===== src/inc/irq_status_pkg.sv =====
// Purpose: Constants for the loop event status block.
// Assumes: Classic Wishbone, 32-bit data, byte addresses.
// Notes:   Word index is the printed offset; byte address is four times it.
package irq_status_pkg;
    localparam int          ADDR_W          = 16;
    localparam int          DATA_W          = 32;
    localparam int          NUM_EVT_REGS    = 6;
    // Printed offsets as word indices
    localparam logic [15:0] IDX_CH0_ANALOG  = 16'h3014;
    localparam logic [15:0] IDX_CH1_LOCK    = 16'h3015;
    localparam logic [15:0] IDX_CH1_STATE   = 16'h3016;
    localparam logic [15:0] IDX_CH1_FACQ    = 16'h3017;
    localparam logic [15:0] IDX_CH1_PROFILE = 16'h3018;
    localparam logic [15:0] IDX_CH1_ANALOG  = 16'h3019;
    localparam logic [15:0] IDX_CLEAR       = 16'h3020;
    localparam logic [15:0] IDX_MASK        = 16'h3021;
    localparam logic [15:0] IDX_MASK_LAST   = 16'h3026;
    localparam logic [7:0]  EVT_RESET       = 8'h00;
    localparam logic [7:0]  MASK_RESET      = 8'h00;
    // Bits that can hold events in each byte, index 0 = offset 0x3014
    localparam logic [7:0]  VALID_ANALOG    = 8'h1F;
    localparam logic [7:0]  VALID_LOCK      = 8'hFF;
    localparam logic [7:0]  VALID_STATE     = 8'hFD;
    localparam logic [7:0]  VALID_FACQ      = 8'h1C;
    localparam logic [7:0]  VALID_PROFILE   = 8'h3F;
    // Analog byte fields
    localparam int          AN_CAL_START    = 0;
    localparam int          AN_CAL_DONE     = 1;
    localparam int          AN_LOCKED       = 2;
    localparam int          AN_UNLOCKED     = 3;
    localparam int          AN_DIST_SYNC    = 4;
    // Lock byte fields
    localparam int          LK_PH_LOCKED    = 0;
    localparam int          LK_PH_UNLOCKED  = 1;
    localparam int          LK_FR_LOCKED    = 2;
    localparam int          LK_FR_UNLOCKED  = 3;
    localparam int          LK_SLEW_ON      = 4;
    localparam int          LK_SLEW_OFF     = 5;
    localparam int          LK_CLAMP_ON     = 6;
    localparam int          LK_CLAMP_OFF    = 7;
    localparam logic [31:0] UNMAPPED_READ   = 32'h0000_0000;
endpackage : irq_status_pkg


===== src/loop_event_status.sv =====
// Purpose: Sticky event status bytes for the timing loops, with masks and irq.
// Assumes: Loop status levels and event pulses are synchronous to clk_i.
// Notes:   Set wins over a same-cycle write-one-to-clear.
// Functional notes
// - First analog loop unlock sets analog bit 3
// - First analog loop lock sets analog bit 2
// - First analog calibration done sets bit 1
// - First analog calibration start sets bit 0
// - Distribution synced sets bit 4; 7:5 zero
// - Second loop clamp inactive sets lock bit 7
// - Second loop clamp active sets lock bit 6
// - Slew limiter stops sets lock bit 5
// - Slew limiter starts sets lock bit 4
// - Frequency lock detector edges set bits 3/2
// - Phase lock detector edges set bits 1/0
//
// The Wishbone register port is this design's own decision.
module loop_event_status (
    input  wire logic                               clk_i,
    input  wire logic                               rst_i,
    input  wire logic                               wb_cyc_i,
    input  wire logic                               wb_stb_i,
    input  wire logic                               wb_we_i,
    input  wire logic [irq_status_pkg::ADDR_W+1:0]  wb_adr_i,
    input  wire logic [3:0]                         wb_sel_i,
    input  wire logic [irq_status_pkg::DATA_W-1:0]  wb_dat_i,
    output logic      [irq_status_pkg::DATA_W-1:0]  wb_dat_o,
    output logic                                    wb_ack_o,
    output logic                                    irq_o,
    input  wire logic                               first_analog_loop_locked_i,
    input  wire logic                               first_analog_loop_cal_busy_i,
    input  wire logic                               ch0_dist_synced_i,
    input  wire logic                               second_loop_freq_clamped_i,
    input  wire logic                               second_loop_slew_limiting_i,
    input  wire logic                               frequency_lock_detector_i,
    input  wire logic                               phase_lock_detector_i,
    input  wire logic [7:0]                         ch1_state_evt_i,
    input  wire logic [7:0]                         ch1_fast_acquire_evt_i,
    input  wire logic [7:0]                         ch1_profile_evt_i,
    input  wire logic                               second_analog_loop_locked_i,
    input  wire logic                               second_analog_loop_cal_busy_i,
    input  wire logic                               ch1_dist_synced_i
);
    import irq_status_pkg::*;

    localparam int N = NUM_EVT_REGS;

    // Byte numbering of the clear word and the masks assumes six bytes
    if (N != 6) begin : g_bad_count
        $error("Six event bytes expected");
    end

    typedef logic [7:0] byte_t;

    byte_t  evt_q   [N];
    byte_t  mask_q  [N];
    byte_t  set_d   [N];
    logic   [6:0] prev_q;
    logic   req;
    logic   [ADDR_W-1:0] idx;

    // Rising and falling edges of a status level
    function automatic logic rose(input logic now, input logic was);
        return now & ~was;
    endfunction : rose

    function automatic logic fell(input logic now, input logic was);
        return ~now & was;
    endfunction : fell

    function automatic byte_t valid_bits(input int k);
        case (k)
            0, 5:    return VALID_ANALOG;
            1:       return VALID_LOCK;
            2:       return VALID_STATE;
            3:       return VALID_FACQ;
            4:       return VALID_PROFILE;
            default: return 8'h00;
        endcase
    endfunction : valid_bits

    // Previous levels, kept to find transitions
    always_ff @(posedge clk_i) begin
        if (rst_i) begin
            prev_q <= 7'h00;
        end else begin
            prev_q <= {second_analog_loop_cal_busy_i, second_analog_loop_locked_i,
                       phase_lock_detector_i, frequency_lock_detector_i,
                       second_loop_slew_limiting_i, second_loop_freq_clamped_i,
                       first_analog_loop_locked_i};
        end
    end

    // Separate history for the first loop's calibration level and both distribution sync levels
    logic cal0_prev_q;
    logic dist0_prev_q;
    logic dist1_prev_q;

    always_ff @(posedge clk_i) begin
        if (rst_i) begin
            cal0_prev_q  <= 1'b0;
            dist0_prev_q <= 1'b0;
            dist1_prev_q <= 1'b0;
        end else begin
            cal0_prev_q  <= first_analog_loop_cal_busy_i;
            dist0_prev_q <= ch0_dist_synced_i;
            dist1_prev_q <= ch1_dist_synced_i;
        end
    end

    always_comb begin
        for (int k = 0; k < N; k++) begin
            set_d[k] = 8'h00;
        end
        set_d[0][AN_UNLOCKED]  = fell(first_analog_loop_locked_i, prev_q[0]);
        set_d[0][AN_LOCKED]    = rose(first_analog_loop_locked_i, prev_q[0]);
        set_d[0][AN_CAL_DONE]  = fell(first_analog_loop_cal_busy_i, cal0_prev_q);
        set_d[0][AN_CAL_START] = rose(first_analog_loop_cal_busy_i, cal0_prev_q);
        set_d[0][AN_DIST_SYNC] = rose(ch0_dist_synced_i, dist0_prev_q);
        set_d[1][LK_CLAMP_OFF] = fell(second_loop_freq_clamped_i, prev_q[1]);
        set_d[1][LK_CLAMP_ON]  = rose(second_loop_freq_clamped_i, prev_q[1]);
        set_d[1][LK_SLEW_OFF]  = fell(second_loop_slew_limiting_i, prev_q[2]);
        set_d[1][LK_SLEW_ON]   = rose(second_loop_slew_limiting_i, prev_q[2]);
        set_d[1][LK_FR_UNLOCKED] = fell(frequency_lock_detector_i, prev_q[3]);
        set_d[1][LK_FR_LOCKED]   = rose(frequency_lock_detector_i, prev_q[3]);
        set_d[1][LK_PH_UNLOCKED] = fell(phase_lock_detector_i, prev_q[4]);
        set_d[1][LK_PH_LOCKED]   = rose(phase_lock_detector_i, prev_q[4]);
        // Pulsed sources; reserved lanes forced low
        set_d[2] = ch1_state_evt_i & VALID_STATE;
        set_d[3] = ch1_fast_acquire_evt_i & VALID_FACQ;
        set_d[4] = ch1_profile_evt_i & VALID_PROFILE;
        set_d[5][AN_UNLOCKED]  = fell(second_analog_loop_locked_i, prev_q[5]);
        set_d[5][AN_LOCKED]    = rose(second_analog_loop_locked_i, prev_q[5]);
        set_d[5][AN_CAL_DONE]  = fell(second_analog_loop_cal_busy_i, prev_q[6]);
        set_d[5][AN_CAL_START] = rose(second_analog_loop_cal_busy_i, prev_q[6]);
        set_d[5][AN_DIST_SYNC] = rose(ch1_dist_synced_i, dist1_prev_q);
    end

    // Bus decode: one cycle ack, dropped the cycle after
    assign req = wb_cyc_i & wb_stb_i & ~wb_ack_o;
    assign idx = wb_adr_i[ADDR_W+1:2];

    logic clr_wr;
    logic mask_wr;

    assign clr_wr  = req & wb_we_i & wb_sel_i[0] & (idx == IDX_CLEAR);
    assign mask_wr = req & wb_we_i & wb_sel_i[0] & (idx >= IDX_MASK) & (idx <= IDX_MASK_LAST);

    // Clear word: byte 0 picks the event byte, byte 1 holds ones to clear.
    // Keeps the status bytes themselves read-only as documented.
    logic [7:0] clr_sel;
    logic [7:0] clr_bits;

    assign clr_sel  = wb_dat_i[7:0];
    assign clr_bits = wb_sel_i[1] ? wb_dat_i[15:8] : 8'h00;

    // Sticky bits: set wins over a same-cycle clear
    always_ff @(posedge clk_i) begin
        if (rst_i) begin
            for (int k = 0; k < N; k++) begin
                evt_q[k] <= EVT_RESET;
            end
        end else begin
            for (int k = 0; k < N; k++) begin
                if (clr_wr && clr_sel == 8'(k)) begin
                    evt_q[k] <= ((evt_q[k] & ~clr_bits) | set_d[k]) & valid_bits(k);
                end else begin
                    evt_q[k] <= (evt_q[k] | set_d[k]) & valid_bits(k);
                end
            end
        end
    end

    always_ff @(posedge clk_i) begin
        if (rst_i) begin
            for (int k = 0; k < N; k++) begin
                mask_q[k] <= MASK_RESET;
            end
        end else if (mask_wr) begin
            for (int k = 0; k < N; k++) begin
                if (idx == IDX_MASK + 16'(k)) begin
                    mask_q[k] <= wb_dat_i[7:0] & valid_bits(k);
                end
            end
        end
    end

    // Mask bit high enables the matching status bit onto irq_o
    always_comb begin
        irq_o = 1'b0;
        for (int k = 0; k < N; k++) begin
            irq_o = irq_o | (|(evt_q[k] & mask_q[k]));
        end
    end

    always_ff @(posedge clk_i) begin
        if (rst_i) begin
            wb_ack_o <= 1'b0;
        end else begin
            wb_ack_o <= req;
        end
    end

    always_ff @(posedge clk_i) begin
        if (rst_i) begin
            wb_dat_o <= UNMAPPED_READ;
        end else if (req && !wb_we_i) begin
            wb_dat_o <= UNMAPPED_READ;
            for (int k = 0; k < N; k++) begin
                if (idx == IDX_CH0_ANALOG + 16'(k)) begin
                    wb_dat_o <= {24'h000000, evt_q[k]};
                end
                if (idx == IDX_MASK + 16'(k)) begin
                    wb_dat_o <= {24'h000000, mask_q[k]};
                end
            end
        end
    end
endmodule : loop_event_status


===== config.mk =====
export PLATFORM = sky130hd
export DESIGN_NAME = loop_event_status
export DESIGN_NICKNAME = d
export VERILOG_FILES = /design/src/inc/irq_status_pkg.sv /design/src/loop_event_status.sv
export SDC_FILE = /design/constraint.sdc
export NUM_CORES = 1
export LEC_CHECK = 0
export BUFFER_PORTS_ARGS = -buffer_cell sky130_fd_sc_hd__buf_2
export CAP_MARGIN = 0
export CORE_MARGIN = 2
export CORE_UTILIZATION = 40
export DETAILED_ROUTE_END_ITERATION = 8
export HOLD_SLACK_MARGIN = 0.08
export PLACE_DENSITY = 0.59
export SKIP_CTS_REPAIR_TIMING = 1
export SYNTH_ARGS = -nofsm -noshare
export SYNTH_HDL_FRONTEND = slang
export SYNTH_SLANG_ARGS = --single-unit

===== constraint.sdc =====
create_clock -name clk_i -period 6.2 [get_ports clk_i]
set_clock_uncertainty 0.15 [all_clocks]
set_input_delay 1.55 -clock clk_i [delete_from_list [all_inputs] [get_ports clk_i]]
set_output_delay 1.55 -clock clk_i [all_outputs]
set_load 0.1 [all_outputs]

==> results.json <==
{
  "status": "finished clean",
  "htreeDepth": 3,
  "critPathRequiredTime_ns": 6.04,
  "setup-violations-final": 0,
  "nets": 727,
  "power.share.switching": 0.275,
  "period_needed_ns": 3.98,
  "cpMaxStageDelayCell": "nor4_4",
  "clk_latency_ns": 0.34,
  "viasPerCell": 5.65,
  "critPathArrivalTime_ns": 3.82,
  "layout_common_cells": "74 x buf_2, 68 x edfxtp_1, 61 x nor2_1, 58 x conb_1, 39 x a21oi_1",
  "regToRegStartpoint": "wb_ack_o",
  "crit_path_start": "wb_adr_i[9]",
  "core_um2": 12600,
  "r2r-end": "mask_q[1][1]",
  "grt_pass1_wl_um": 24600,
  "maxCapViolations": 0,
  "fillers": 1245,
  "r2r_slack_ns": 3.47,
  "row_count": 41,
  "synth_top_area_cell": "edfxtp_1",
  "cts_made_buffers": 9,
  "hold_end": "wb_dat_o[5]",
  "synth.avg_cell_area_um2": 9.53,
  "area_growth_pct": 16.1,
  "die_x_um": 118,
  "synth_area_um2": 5180,
  "crit_type": "in2reg",
  "drv_slew": 0,
  "crit_path_max_fanout": 13,
  "start_util": 0.410,
  "final_common_cell": "buf_2",
  "netlist.area_leader.share": 0.394,
  "place_hpwl_um": 12500,
  "clock_sinks": 87,
  "cp-start-kind": "input pin",
  "gp_congestion": 0.928,
  "crit_top_cell": "nor4_4",
  "antennaDiodeCount": 0,
  "io_pins": 127,
  "powerDensity_nw_per_um2": 245,
  "hold_ws_ns": 0.346,
  "drive_above_1_share": 0.172,
  "first_global_vias": 4354,
  "dr.pass1.iters": 4,
  "grt_max_degree": 68,
  "hold_start": "wb_dat_o[5]",
  "synth_cells": 543,
  "power_frac_clock": 0.388,
  "seq_power_share": 0.471,
  "wl_per_cell_um": 19.8,
  "maxSlewHeadroom": 0.463,
  "path_clk_slew_ns": 0.07,
  "peakVddDrop_uv": 216,
  "synthTopCellsByArea": "edfxtp_1 39%, dfxtp_1 7.3%, nor2_1 4.4%",
  "tritoncts": "yes",
  "final_hold_viol_count": 0,
  "path_delay_family": "simple AND/OR/NAND/NOR gates",
  "portBuffers": 74,
  "gr-total-overflow": 0,
  "root_buffer": "clkbuf_16",
  "ant_nets": 0,
  "internal_power_w": 0.00107,
  "crit_path_end_kind": "flip-flop",
  "track_usage": 0.231,
  "die_area_um2": 13900,
  "drt_iter0_drc": 411,
  "max-clock-path-buffers": 2,
  "die_h_um": 118,
  "drc": 0,
  "max_freq_mhz": 251,
  "fin_tns_setup_ns": 0,
  "cpPeakStageDelay_ns": 0.58,
  "crit_chain": "buf_2, nor4_4, nand4_2, nor4_4, nand3_1, nand2b_1",
  "yosysUniqueCellTypes": 70,
  "p_sw_w": 0.000405,
  "hp-class": "reg2reg",
  "postSynth.asyncResetShare": 0,
  "synthFlopType": "edfxtp_1",
  "p_leak_nw": 2.23,
  "regArea_um2": 2420,
  "routed_wl_um": 16000,
  "path_buf_inv": 1,
  "tightest_slew_ns": 0.798,
  "min_path_cells": 2,
  "ys_ff_latch": 87,
  "num_vias": 4579,
  "yosys_warnings": 0,
  "reg2reg_depth": 5,
  "ys_seq_area_frac": 0.468,
  "pwr-share-comb": 0.140,
  "finalCritPeriodShare": 0.642,
  "rsz0062_at_grt": "false",
  "antenna_found_initial": 0,
  "multi_input_comb_area_um2": 2600,
  "synth_edf_count": 68
}
-- worst max path at each step --
stage	slack [ns]	depth (start not counted)	to
2_1_floorplan	2.49	5	irq_o
3_3_place_gp	1.83	6	mask_q[1][0]
3_5_place_dp	1.85	6	mask_q[1][4]
4_1_cts	2.21	6	mask_q[1][4]
5_1_grt	2.01	6	mask_q[1][4]
6_report	2.22	6	mask_q[1][1]
-- registers in the layout, indices dropped and copies added (netlist names) --
name / cells
evt_q: 34
mask_q: 34
wb_dat_o: 8
prev_q: 7
wb_ack_o: 1
cal0_prev_q: 1
dist1_prev_q: 1
dist0_prev_q: 1
-- cells in the mapped netlist, types with 13 or more instances --
library cell,n
a21oi_1,39
a22oi_1,13
buf_4,24
clkbuf_1,20
dfxtp_1,19
edfxtp_1,68
inv_1,14
nand2_1,26
nand2b_1,36
nand3_1,34
nor2_1,61
nor2b_1,15
o21ai_0,25
-- area by class of cell --
class                   count  share of cell area
flip-flops and latches     87               0.403
well taps                 172              0.0358
clock inverters             6              0.0142
clock buffers              10              0.0381
inverters                  14             0.00874
multi-input cells         443               0.432
repair buffers             79              0.0679
-- power groups by stage --
| stage | sequential (W) | clock, W | combinational (W) |
|---|---|---|---|
| floorplan | 0.000691 | 0 | 0.000160 |
| global placement | 0.000704 | 0 | 0.000203 |
| detailed placement | 0.000704 | 0 | 0.000205 |
| CTS | 0.000692 | 0.000582 | 0.000205 |
| global route | 0.000695 | 0.000610 | 0.000222 |
| finish | 0.000694 | 0.000571 | 0.000206 |
-- per-layer routing --
layer,part of all wire,global-route usage,wire length (µm),vias up
met4,0.039,0.101,620,0
met1,0.44,0.316,6990,2193
met5,0,0,0,-
met2,0.45,0.356,7230,213
met3,0.074,0.0451,1190,34
li1,-,-,-,2139
-- cell families (layout without fill, tap and decap cells) --
family                 Yosys count  in the layout  synth area share
and+or+nand+nor                238            238             0.266
other                            2             58           0.00145
buffers and inverters           69            109            0.0708
DFF                             87             87             0.468
AOI/OAI and AO/OA              143            143             0.186
muxes                            4              4           0.00773
-- tightest hold or removal path: stages (launching register included) --
cell,delay (ns)
dfxtp_1,0.32
nand2_1,0.05
o211ai_1,0.07
-- per-stage QoR --
stage	total power (W)	std cells	util	area, µm²	setup slack (ns)
after global routing	0.00153	811	0.476	6010	2.01
after CTS	0.00148	811	0.476	6010	2.21
after detailed placement	0.000909	795	0.451	5700	1.85
final	0.00147	811	0.476	6010	2.22
after floorplan	0.000850	599	-	5390	2.49
after global placement	0.000907	795	0.451	5700	1.83
Power figures use the tool's default switching activity.
